`src/rtl/acw_pkg.sv`:
```
// constants, field layouts and types shared by the comparator window logic
package acw_pkg;

	// --------------------------------------------------------------------
	// register map: printed offsets are word indices, byte address = 4 * index
	// --------------------------------------------------------------------
	localparam int          ADDR_LSB        = 2;      // byte offset bits inside a word
	localparam int          IDX_W           = 3;      // width of a register index
	localparam int          MAP_TOP_BIT     = 5;      // first address bit above the map
	localparam logic [2:0]  IDX_MAIN_CTRL   = 3'h0;   // enable, pad, power, hysteresis
	localparam logic [2:0]  IDX_WINDOW_CTRL = 3'h1;   // window partner selection
	localparam logic [2:0]  IDX_INPUT_CTRL  = 3'h2;   // polarity, initial level, muxes
	localparam logic [2:0]  IDX_REF_LEVEL   = 3'h5;   // internal reference level
	localparam logic [2:0]  IDX_IRQ_CTRL    = 3'h6;   // trigger mode, interrupt enable
	localparam logic [2:0]  IDX_STATUS      = 3'h7;   // window state, match, flag
	localparam logic [7:0]  REG_RESET       = 8'h00;  // reset value of every register

	// --------------------------------------------------------------------
	// field positions
	// --------------------------------------------------------------------
	localparam int MC_RUN_STANDBY = 7;  // run in standby, stored only
	localparam int MC_PAD_OE      = 6;  // pad_output_enable
	localparam int MC_POWER_LSB   = 3;  // power profile, 2 bits
	localparam int MC_HYS_LSB     = 1;  // hysteresis_select, 2 bits
	localparam int MC_ENABLE      = 0;  // comparator enable
	localparam int WC_PARTNER_LSB = 0;  // window_partner_select, 2 bits
	localparam int IC_POLARITY    = 7;  // output polarity
	localparam int IC_INIT_LEVEL  = 6;  // output_initial_level
	localparam int IC_POS_LSB     = 3;  // positive_input_select, 3 bits
	localparam int IC_NEG_LSB     = 0;  // negative_input_select, 3 bits
	localparam int IRQ_MODE_LSB   = 4;  // interrupt_trigger_mode, 2 bits
	localparam int IRQ_ENABLE     = 0;  // compare_interrupt_enable
	localparam int ST_WIN_LSB     = 6;  // window_state, 2 bits
	localparam int ST_MATCH       = 4;  // match_state
	localparam int ST_FLAG        = 0;  // compare_interrupt_flag, write one to clear

	// --------------------------------------------------------------------
	// selections and modes
	// --------------------------------------------------------------------
	localparam int          POS_PIN_COUNT = 4;     // positive analog pins
	localparam int          NEG_PIN_COUNT = 3;     // negative analog pins
	localparam logic [2:0]  NEG_SEL_REF   = 3'h3;  // negative input from reference
	localparam logic [1:0]  WIN_OFF       = 2'h0;  // window function disabled
	localparam logic [1:0]  WIN_NEXT      = 2'h1;  // partner is the next instance
	localparam logic [1:0]  WIN_SECOND    = 2'h2;  // partner is two instances on
	localparam logic [1:0]  TRIG_BOTH     = 2'h0;  // normal: both edges
	localparam logic [1:0]  TRIG_FALL     = 2'h2;  // normal: falling edge
	localparam logic [1:0]  TRIG_RISE     = 2'h3;  // normal: rising edge
	localparam logic [1:0]  TRIG_ABOVE    = 2'h0;  // window: above
	localparam logic [1:0]  TRIG_INSIDE   = 2'h1;  // window: inside
	localparam logic [1:0]  TRIG_BELOW    = 2'h2;  // window: below
	localparam logic [1:0]  TRIG_OUTSIDE  = 2'h3;  // window: outside
	localparam logic [1:0]  HYS_NONE      = 2'h0;  // no hysteresis
	localparam logic [1:0]  HYS_SMALL     = 2'h1;  // small hysteresis
	localparam logic [1:0]  HYS_MEDIUM    = 2'h2;  // medium hysteresis
	localparam int          HYS_SMALL_LSB  = 2;    // hysteresis in input codes
	localparam int          HYS_MEDIUM_LSB = 4;
	localparam int          HYS_LARGE_LSB  = 8;
	localparam int          REF_SHIFT      = 8;    // reference level divided by 256

	// --------------------------------------------------------------------
	// timing
	// --------------------------------------------------------------------
	localparam int CLK_PERIOD_PS   = 5000;  // 200 MHz
	localparam int STARTUP_TIME_NS = 1000;  // least start-up time
	localparam int STARTUP_CYCLES  = (STARTUP_TIME_NS * 1000 + CLK_PERIOD_PS - 1)
		/ CLK_PERIOD_PS;

	// window position of the input
	typedef enum logic [1:0] {
		ACW_WIN_ABOVE,
		ACW_WIN_INSIDE,
		ACW_WIN_BELOW
	} acw_win_t;

endpackage

```
`src/rtl/acw_sync.sv`:
```
// two-stage synchroniser for one level
`timescale 1ns/1ps
module acw_sync
(
	input  wire logic pclk,     // clock
	input  wire logic presetn,  // async reset, active low
	input  wire logic d,        // level to be synchronised
	output logic      q         // synchronised level
);

	logic meta_q;  // first stage, read by the second stage only

	// --------------------------------------------------------------------
	// two flip-flops in a row
	// --------------------------------------------------------------------
	always_ff @(posedge pclk or negedge presetn)
	begin
		if (!presetn)
		begin
			meta_q <= 1'b0;
			q      <= 1'b0;
		end
		else
		begin
			meta_q <= d;
			q      <= meta_q;
		end
	end

endmodule // acw_sync

```
`src/rtl/acw_startup.sv`:
```
// start-up timer: ready once the enable has stood for CYCLES clocks
`timescale 1ns/1ps
module acw_startup #(
	parameter int CYCLES = 200  // start-up length in clocks
)
(
	input  wire logic pclk,     // clock
	input  wire logic presetn,  // async reset, active low
	input  wire logic en,       // comparator enable
	output logic      ready_q   // start-up over
);

	localparam int CW = $clog2(CYCLES + 1);          // counter width
	localparam logic [CW-1:0] LAST = CW'(CYCLES - 1);  // final count

	logic [CW-1:0] cnt_q;  // clocks since enable

	// --------------------------------------------------------------------
	// count while enabled, restart when disabled
	// --------------------------------------------------------------------
	always_ff @(posedge pclk or negedge presetn)
	begin
		if (!presetn)
		begin
			cnt_q   <= '0;
			ready_q <= 1'b0;
		end
		else if (!en)
		begin
			cnt_q   <= '0;
			ready_q <= 1'b0;
		end
		else if (!ready_q)
		begin
			// expiry of the count marks the comparator ready
			ready_q <= (cnt_q == LAST);
			cnt_q   <= cnt_q + CW'(1);
		end
	end

endmodule // acw_startup

```
`src/rtl/acw_comparator_window.sv`:
```
// comparator output, window and interrupt logic with its apb registers
`timescale 1ns/1ps
module acw_comparator_window #(
	parameter int W              = 10,                      // analog sample width
	parameter int ADDR_W         = 12,                      // apb address width
	parameter int STARTUP_CYCLES = acw_pkg::STARTUP_CYCLES  // start-up clocks
)
(
	input  wire logic                   pclk,
	input  wire logic                   presetn,
	input  wire logic                   psel,
	input  wire logic                   penable,
	input  wire logic                   pwrite,
	input  wire logic [ADDR_W-1:0]      paddr,
	input  wire logic [31:0]            pwdata,
	output logic      [31:0]            prdata,
	output logic                        pready,
	output logic                        pslverr,
	input  wire logic [3:0][W-1:0]      positive_analog_pin,
	input  wire logic [2:0][W-1:0]      negative_analog_pin,
	input  wire logic [W-1:0]           vref_level,
	input  wire logic                   partner_comparator_next,
	input  wire logic                   partner_comparator_second,
	output logic                        current_comparator,
	output logic                        cmp_out_pin,
	output logic                        cmp_out_pin_oe,
	output logic                        cmp_event,
	output logic                        cmp_irq,
	output logic      [1:0]             hysteresis_select,
	output logic      [1:0]             power_profile
);

	// --------------------------------------------------------------------
	// register fields
	// --------------------------------------------------------------------
	logic             en_q;        // comparator enable
	logic             pad_oe_q;    // pad_output_enable
	logic             stby_q;      // run in standby, stored only
	logic [1:0]       power_q;     // power profile
	logic [1:0]       hys_q;       // hysteresis_select
	logic [1:0]       partner_q;   // window_partner_select
	logic             pol_q;       // output polarity
	logic             init_q;      // output_initial_level
	logic [2:0]       pos_sel_q;   // positive_input_select
	logic [2:0]       neg_sel_q;   // negative_input_select
	logic [7:0]       ref_lvl_q;   // reference_level
	logic [1:0]       mode_q;      // interrupt_trigger_mode
	logic             irq_en_q;    // compare_interrupt_enable
	logic             flag_q;      // compare_interrupt_flag
	acw_pkg::acw_win_t win_q;      // window_state
	logic             match_q;     // match_state
	logic             match_p_q;   // match_state one clock back

	// --------------------------------------------------------------------
	// apb decode
	// --------------------------------------------------------------------
	logic [2:0]  idx;     // register index
	logic        hit;     // address maps to a register
	logic        wr;      // write takes effect this edge
	logic [7:0]  rd_d;    // read value
	logic [7:0]  wb;      // write byte

	assign idx = paddr[acw_pkg::ADDR_LSB +: acw_pkg::IDX_W];
	assign wb  = pwdata[7:0];
	assign wr  = psel && penable && pwrite && pready && hit;

	// index and alignment check
	always_comb
	begin
		hit = (paddr[acw_pkg::ADDR_LSB-1:0] == '0)
			&& (paddr[ADDR_W-1:acw_pkg::MAP_TOP_BIT] == '0);
		case (idx)
			acw_pkg::IDX_MAIN_CTRL, acw_pkg::IDX_WINDOW_CTRL,
			acw_pkg::IDX_INPUT_CTRL, acw_pkg::IDX_REF_LEVEL,
			acw_pkg::IDX_IRQ_CTRL, acw_pkg::IDX_STATUS: ;
			default: hit = 1'b0;  // holes in the map
		endcase
	end

	// read multiplexer; unused bits read zero
	always_comb
	begin
		rd_d = acw_pkg::REG_RESET;
		case (idx)
			acw_pkg::IDX_MAIN_CTRL:
			begin
				rd_d[acw_pkg::MC_RUN_STANDBY]     = stby_q;
				rd_d[acw_pkg::MC_PAD_OE]          = pad_oe_q;
				rd_d[acw_pkg::MC_POWER_LSB +: 2]  = power_q;
				rd_d[acw_pkg::MC_HYS_LSB +: 2]    = hys_q;
				rd_d[acw_pkg::MC_ENABLE]          = en_q;
			end
			acw_pkg::IDX_WINDOW_CTRL: rd_d[acw_pkg::WC_PARTNER_LSB +: 2] = partner_q;
			acw_pkg::IDX_INPUT_CTRL:
			begin
				rd_d[acw_pkg::IC_POLARITY]        = pol_q;
				rd_d[acw_pkg::IC_INIT_LEVEL]      = init_q;
				rd_d[acw_pkg::IC_POS_LSB +: 3]    = pos_sel_q;
				rd_d[acw_pkg::IC_NEG_LSB +: 3]    = neg_sel_q;
			end
			acw_pkg::IDX_REF_LEVEL: rd_d = ref_lvl_q;
			acw_pkg::IDX_IRQ_CTRL:
			begin
				rd_d[acw_pkg::IRQ_MODE_LSB +: 2]  = mode_q;
				rd_d[acw_pkg::IRQ_ENABLE]         = irq_en_q;
			end
			acw_pkg::IDX_STATUS:
			begin
				rd_d[acw_pkg::ST_WIN_LSB +: 2]    = win_q;
				rd_d[acw_pkg::ST_MATCH]           = match_q;
				rd_d[acw_pkg::ST_FLAG]            = flag_q;
			end
			default: rd_d = acw_pkg::REG_RESET;
		endcase
	end

	// answer one clock after setup: ready, data and error from flops
	always_ff @(posedge pclk or negedge presetn)
	begin
		if (!presetn)
		begin
			pready  <= 1'b0;
			pslverr <= 1'b0;
			prdata  <= '0;
		end
		else
		begin
			pready  <= psel && !penable;
			pslverr <= psel && !penable && !hit;
			if (psel && !penable && !pwrite && hit)
				prdata <= {24'h0000_00, rd_d};
			else if (psel && !penable)
				prdata <= '0;
		end
	end

	// --------------------------------------------------------------------
	// configuration registers
	// --------------------------------------------------------------------
	always_ff @(posedge pclk or negedge presetn)
	begin
		if (!presetn)
		begin
			{stby_q, pad_oe_q, power_q, hys_q, en_q} <= '0;
			partner_q <= acw_pkg::WIN_OFF;
			{pol_q, init_q, pos_sel_q, neg_sel_q}    <= '0;
			ref_lvl_q <= acw_pkg::REG_RESET;
			{mode_q, irq_en_q}                       <= '0;
		end
		else if (wr)
		begin
			case (idx)
				acw_pkg::IDX_MAIN_CTRL:
				begin
					stby_q   <= wb[acw_pkg::MC_RUN_STANDBY];
					pad_oe_q <= wb[acw_pkg::MC_PAD_OE];
					power_q  <= wb[acw_pkg::MC_POWER_LSB +: 2];
					hys_q    <= wb[acw_pkg::MC_HYS_LSB +: 2];
					en_q     <= wb[acw_pkg::MC_ENABLE];
				end
				acw_pkg::IDX_WINDOW_CTRL: partner_q <= wb[acw_pkg::WC_PARTNER_LSB +: 2];
				acw_pkg::IDX_INPUT_CTRL:
				begin
					pol_q     <= wb[acw_pkg::IC_POLARITY];
					init_q    <= wb[acw_pkg::IC_INIT_LEVEL];
					pos_sel_q <= wb[acw_pkg::IC_POS_LSB +: 3];
					neg_sel_q <= wb[acw_pkg::IC_NEG_LSB +: 3];
				end
				acw_pkg::IDX_REF_LEVEL: ref_lvl_q <= wb;
				acw_pkg::IDX_IRQ_CTRL:
				begin
					mode_q   <= wb[acw_pkg::IRQ_MODE_LSB +: 2];
					irq_en_q <= wb[acw_pkg::IRQ_ENABLE];
				end
				default: ;  // status is read-only apart from the flag
			endcase
		end
	end

	// --------------------------------------------------------------------
	// input selection, reference and comparison
	// --------------------------------------------------------------------
	logic [W+7:0] ref_prod;  // level times vref
	logic [W-1:0] ref_v;     // internal reference voltage
	logic [W-1:0] pos_v;     // selected positive input
	logic [W-1:0] neg_v;     // selected negative input
	logic         sel_ok;    // both selections legal
	logic [W:0]   hys_v;     // hysteresis in input codes
	logic         raw_d;     // raw comparison
	logic         raw_s;     // synchronised raw comparison
	logic         ready_q;   // start-up over

	assign ref_prod = (W+8)'(ref_lvl_q) * (W+8)'(vref_level);
	assign ref_v    = ref_prod[acw_pkg::REF_SHIFT +: W];

	// reserved selections give a low result
	always_comb
	begin
		pos_v  = positive_analog_pin[pos_sel_q[1:0]];
		neg_v  = negative_analog_pin[0];
		sel_ok = (32'(pos_sel_q) < acw_pkg::POS_PIN_COUNT);
		if (32'(neg_sel_q) < acw_pkg::NEG_PIN_COUNT)
			neg_v = negative_analog_pin[neg_sel_q[1:0]];
		else if (neg_sel_q == acw_pkg::NEG_SEL_REF)
			neg_v = ref_v;
		else
			sel_ok = 1'b0;
		case (hys_q)
			acw_pkg::HYS_NONE:   hys_v = '0;
			acw_pkg::HYS_SMALL:  hys_v = (W+1)'(acw_pkg::HYS_SMALL_LSB);
			acw_pkg::HYS_MEDIUM: hys_v = (W+1)'(acw_pkg::HYS_MEDIUM_LSB);
			default:             hys_v = (W+1)'(acw_pkg::HYS_LARGE_LSB);
		endcase
		// a high result must fall by the hysteresis before it drops
		if (raw_s)
			raw_d = ({1'b0, pos_v} + hys_v) > {1'b0, neg_v};
		else
			raw_d = {1'b0, pos_v} > ({1'b0, neg_v} + hys_v);
		raw_d = raw_d && sel_ok && en_q;
	end

	// raw result crosses into the clocked logic
	acw_sync u_sync (
		.pclk    (pclk),
		.presetn (presetn),
		.d       (raw_d),
		.q       (raw_s)
	);

	// start-up timer started by the enable
	acw_startup #(.CYCLES(STARTUP_CYCLES)) u_startup (
		.pclk    (pclk),
		.presetn (presetn),
		.en      (en_q),
		.ready_q (ready_q)
	);

	// --------------------------------------------------------------------
	// output level, pin and event
	// --------------------------------------------------------------------
	logic out_q;     // comparator output level
	logic live_q;    // out_q carries the comparison
	logic out_p_q;   // out_q one clock back
	logic live_p_q;  // live_q one clock back
	logic edge_hit;  // selected edge seen

	always_ff @(posedge pclk or negedge presetn)
	begin
		if (!presetn)
		begin
			{out_q, live_q, out_p_q, live_p_q} <= '0;
			current_comparator <= 1'b0;
		end
		else
		begin
			if (ready_q)
				out_q <= raw_s ^ pol_q;
			else
				out_q <= init_q;
			live_q   <= ready_q;
			out_p_q  <= out_q;
			live_p_q <= live_q;
			current_comparator <= raw_s && ready_q;  // level for window partners
		end
	end

	// no event input exists; the level event is the output itself
	assign cmp_out_pin    = out_q;
	assign cmp_event      = out_q;
	assign cmp_out_pin_oe = pad_oe_q;
	assign hysteresis_select = hys_q;
	assign power_profile     = power_q;

	// edge select in normal mode
	always_comb
	begin
		edge_hit = 1'b0;
		if (live_q && live_p_q && (out_q != out_p_q))
		begin
			case (mode_q)
				acw_pkg::TRIG_BOTH: edge_hit = 1'b1;
				acw_pkg::TRIG_FALL: edge_hit = !out_q;
				acw_pkg::TRIG_RISE: edge_hit = out_q;
				default:            edge_hit = 1'b0;
			endcase
		end
	end

	// --------------------------------------------------------------------
	// window comparator
	// --------------------------------------------------------------------
	logic win_on;   // window mode active
	logic partner;  // partner result: input above lower limit
	logic win_hit;  // state matches trigger mode

	assign win_on  = (partner_q == acw_pkg::WIN_NEXT) || (partner_q == acw_pkg::WIN_SECOND);
	assign partner = (partner_q == acw_pkg::WIN_NEXT) ? partner_comparator_next
		: partner_comparator_second;

	// mode against current window state
	always_comb
	begin
		case (mode_q)
			acw_pkg::TRIG_ABOVE:  win_hit = (win_q == acw_pkg::ACW_WIN_ABOVE);
			acw_pkg::TRIG_INSIDE: win_hit = (win_q == acw_pkg::ACW_WIN_INSIDE);
			acw_pkg::TRIG_BELOW:  win_hit = (win_q == acw_pkg::ACW_WIN_BELOW);
			default:              win_hit = (win_q != acw_pkg::ACW_WIN_INSIDE);
		endcase
	end

	// own comparator holds the upper limit, partner the lower
	always_ff @(posedge pclk or negedge presetn)
	begin
		if (!presetn)
		begin
			win_q     <= acw_pkg::ACW_WIN_ABOVE;
			match_q   <= 1'b0;
			match_p_q <= 1'b0;
		end
		else
		begin
			if (raw_s)
				win_q <= acw_pkg::ACW_WIN_ABOVE;
			else if (partner)
				win_q <= acw_pkg::ACW_WIN_INSIDE;
			else
				win_q <= acw_pkg::ACW_WIN_BELOW;
			match_q   <= win_on && ready_q && win_hit;
			match_p_q <= match_q;
		end
	end

	// --------------------------------------------------------------------
	// interrupt flag and request; a set beats a clear
	// --------------------------------------------------------------------
	logic flag_set;  // flag event this clock
	logic flag_clr;  // software writes one to the flag

	assign flag_set = win_on ? (match_q && !match_p_q) : edge_hit;
	assign flag_clr = wr && (idx == acw_pkg::IDX_STATUS) && wb[acw_pkg::ST_FLAG];

	always_ff @(posedge pclk or negedge presetn)
	begin
		if (!presetn)
		begin
			flag_q  <= 1'b0;
			cmp_irq <= 1'b0;
		end
		else
		begin
			if (flag_set)
				flag_q <= 1'b1;
			else if (flag_clr)
				flag_q <= 1'b0;
			cmp_irq <= flag_q && irq_en_q;
		end
	end

	// --------------------------------------------------------------------
	// assertions
	// --------------------------------------------------------------------
	localparam int READY_BOUND = STARTUP_CYCLES + 2;  // clocks to ready
endmodule // acw_comparator_window

```
`config.mk`:
```
export PLATFORM = sky130hd
export DESIGN_NAME = acw_comparator_window
export DESIGN_NICKNAME = d
export VERILOG_FILES = /design/src/rtl/acw_pkg.sv /design/src/rtl/acw_sync.sv /design/src/rtl/acw_startup.sv /design/src/rtl/acw_comparator_window.sv
export SDC_FILE = /design/constraint.sdc
export NUM_CORES = 1
export LEC_CHECK = 0
export ABC_AREA = 1
export BUFFER_PORTS_ARGS = -buffer_cell sky130_fd_sc_hd__buf_2
export CAP_MARGIN = 40
export CORE_UTILIZATION = 50
export DETAILED_ROUTE_END_ITERATION = 16
export PLACE_DENSITY = 0.83
export SYNTH_ARGS = -nofsm -noshare
export SYNTH_HDL_FRONTEND = slang
export SYNTH_SLANG_ARGS = --single-unit
```
`constraint.sdc`:
```
create_clock -name pclk -period 6.2 [get_ports pclk]
set_clock_uncertainty 0.2 [all_clocks]
set_input_delay 0.62 -clock pclk [delete_from_list [all_inputs] [get_ports pclk]]
set_output_delay 0.62 -clock pclk [all_outputs]
set_load 0.05 [all_outputs]
```
==> impl_metrics.py <==
metrics = {
    "critical_path": {
        "r2r-end": "u_sync.meta_q",
        "worstSetupStartpointType": "register",
        "reg2reg_depth": 36,
        "r2r-start": "ref_lvl_q[4]",
        "critPathArrivalTime_ns": 6.38,
        "critPathRequiredTime_ns": 6.22,
        "r2r_slack_ns": -0.16,
        "slowest_delay_ns": 0.53,
        "path_max_fanout": 5,
        "crit_slowest_cell": "fa_1",
        "timing.setup.critical_path_class": "reg -> reg",
        "critPathCaptureType": "register",
    },
    "timing": {
        "whs_ns": 0.162,
        "period_needed_ns": 6.36,
        "hold_violations": 0,
        "setup_viol": 1,
        "slew_viol_final": 0,
        "period_share": 1.03,
        "slew_headroom": 0.428,
        "rsz0062_at_grt": "yes",
        "timing.fmax_ghz": 0.157,
        "tightest_slew_ns": 0.855,
        "worst_slack_ns": -0.162,
    },
    "finish": {
        "syn2layout_area_growth_pct": 24.0,
        "fill_cells": 1180,
        "fin_cells": 1389,
        "nets": 1450,
        "multi_input_area_um2": 4890,
        "n_antenna_cell": 0,
        "final_cell_mix": "nand2_1, inv_1, buf_2",
        "regArea_um2": 1510,
        "layout_commonest_cell": "nand2_1",
        "final_layout_size_suffix_gt1_frac": 0.246,
    },
    "global_routing": {
        "grt_pass1_wl_mm": 31.8,
        "grt_pass1_vias": 7043,
        "gr-total-overflow": 0,
        "grt_max_degree": 61,
        "antenna_found_initial": 0,
        "grt_use_total": 0.270,
    },
    "clock_tree": {
        "numClockSinks": 60,
        "cts_tree": "yes",
        "cts_buffer_depth": 2,
        "path_clk_slew_ns": 0.05,
        "cts-root-buf": "clkbuf_16",
        "clk_latency_ns": 0.33,
        "htreeDepth": 3,
        "numCtsBuffers": 9,
    },
    "route": {
        "drt-total-wl_mm": 19.3,
        "via_count": 7151,
        "dr.pass1.iters": 5,
        "drc": 0,
        "antenna_left": 0,
        "vias_per_cell": 5.15,
        "wl_per_cell_um": 13.9,
        "first_iter_violations": 444,
    },
    "job": {
        "drv_cap": 0,
    },
    "floorplanning": {
        "num_rows": 43,
        "fp.coreArea_um2": 14000,
        "start_util": 0.518,
        "die_y_um": 122,
        "die_w_um": 122,
        "ioPinCount": 174,
        "die_area_um2": 15000,
    },
    "yosys": {
        "async_flop_share": 1.00,
        "synth_edf_count": 0,
        "yosysTopAreaCell": "dfrtp_1",
        "syn-mean-instance-area_um2": 7.07,
        "ys.flop_type": "dfrtp_1",
        "yosys_warnings": 0,
        "ys_types": 53,
        "synth_top_area_frac": 0.207,
        "syn_area_um2": 7240,
        "yosysSeqAreaShare": 0.207,
        "ys_ff_latch": 60,
        "synthTopCellsByArea": "dfrtp_1, fa_1, nand2_1, ha_1, inv_1",
        "synth_cells": 1024,
    },
    "hold_path": {
        "min_path_cells": 0,
        "hp-start": "u_sync.meta_q",
        "hold_end": "u_sync.q",
        "hp-class": "reg -> reg",
    },
    "status": {
        "status": "finished with violations",
        "violations": "setup timing",
    },
    "place": {
        "portBuffers": 125,
        "gp_congestion": 0.914,
        "pre_cts_ws_ns": -0.560,
        "hpwl_mm": 15.5,
        "dp_cells": 1362,
    },
    "pwr": {
        "peakVddDrop_uv": 219,
        "p_leak_nw": 5.19,
        "power.density_nw_per_um2": 122,
    },
}
==> worst max path at each step <==
stage / from / endpoint / cells after the start
3_5_place_dp: vref_level[4] / u_sync.meta_q / 37
4_1_cts: ref_lvl_q[4] / u_sync.meta_q / 36
2_1_floorplan: vref_level[6] / u_sync.meta_q / 36
6_report: ref_lvl_q[4] / u_sync.meta_q / 36
3_3_place_gp: vref_level[1] / u_sync.meta_q / 36
5_1_grt: ref_lvl_q[2] / u_sync.meta_q / 34
==> routing by layer <==
layer | up-vias | share of wire | GRT usage
met5 | - | 0 | 0
met4 | 0 | 0.026 | 0.104
li1 | 3524 | - | -
met2 | 257 | 0.51 | 0.487
met3 | 48 | 0.057 | 0.0274
met1 | 3322 | 0.41 | 0.329
==> worst max-delay path, delay by kind of cell, from the launching register on <==
kind | cells | cell delay (ns)
flops | 1 | 0.46
xor+xnor | 2 | 0.29
simple gates | 11 | 0.93
buf+inv | 8 | 0.61
fa+ha+maj | 7 | 2.69
compound gates | 8 | 1.06
==> area by class of cell <==
cell class,instances,area share
Tap cell,180,0.0251
Sequential cell,60,0.168
Timing Repair Buffer,202,0.136
Multi-Input combinational cell,713,0.544
Clock buffer,11,0.0270
Inverter,218,0.0911
Clock inverter,5,0.00836
==> stage by stage <==
stage,TNS (ns),power [W],cell area (µm²),util
after floorplan,0,0.000512,7520,-
after global placement,-0.362,0.000566,8460,0.605
after detailed placement,-0.560,0.000570,8460,0.605
after CTS,-0.0450,0.00110,8960,0.641
after global routing,-0.483,0.00113,8980,0.642
final,-0.162,0.00110,8980,0.642
==> report_power, final <==
part           total (W)  switching (W)  internal (W)
combinational   0.000176       0.000113     0.0000628
clock           0.000527       0.000167      0.000360
sequential      0.000394    0.000000874      0.000394
==> cell usage after synthesis, types with 9 or more instances <==
master and instances:
nand2_1 246, fa_1 49, clkbuf_1 14, o21ai_0 67
nor2_1 61, buf_4 26, dfrtp_1 60, xor2_1 11
nand2_2 9, inv_1 213, ha_1 66, o21ai_1 22
nand3_1 30, a21oi_1 43
==> state kept, by name, indices dropped and copies added (netlist names), 2 cells and up <==
signal,count
power_profile,2
mode_q,2
partner_q,2
pos_sel_q,3
neg_sel_q,3
hysteresis_select,2
prdata,8
u_startup.cnt_q,8
ref_lvl_q,8
win_q,2
==> cell families after synthesis <==
family          count (synthesis)  synth area share
fa+ha+maj                     115             0.249
buf+inv                       274             0.159
flops                          60             0.207
xor+xnor                       18            0.0218
simple gates                  379             0.220
compound gates                177             0.141
other cells                     1          0.000518
==> timing repair <==
action / CTS / global route
setup buffers: 11 / 0
setup endpoints to repair: 1 / 1
gates resized for setup: 31 / 7
hold buffers: 0 / 0
pin swaps: 35 / 15
(Power assumes the default switching activity.)
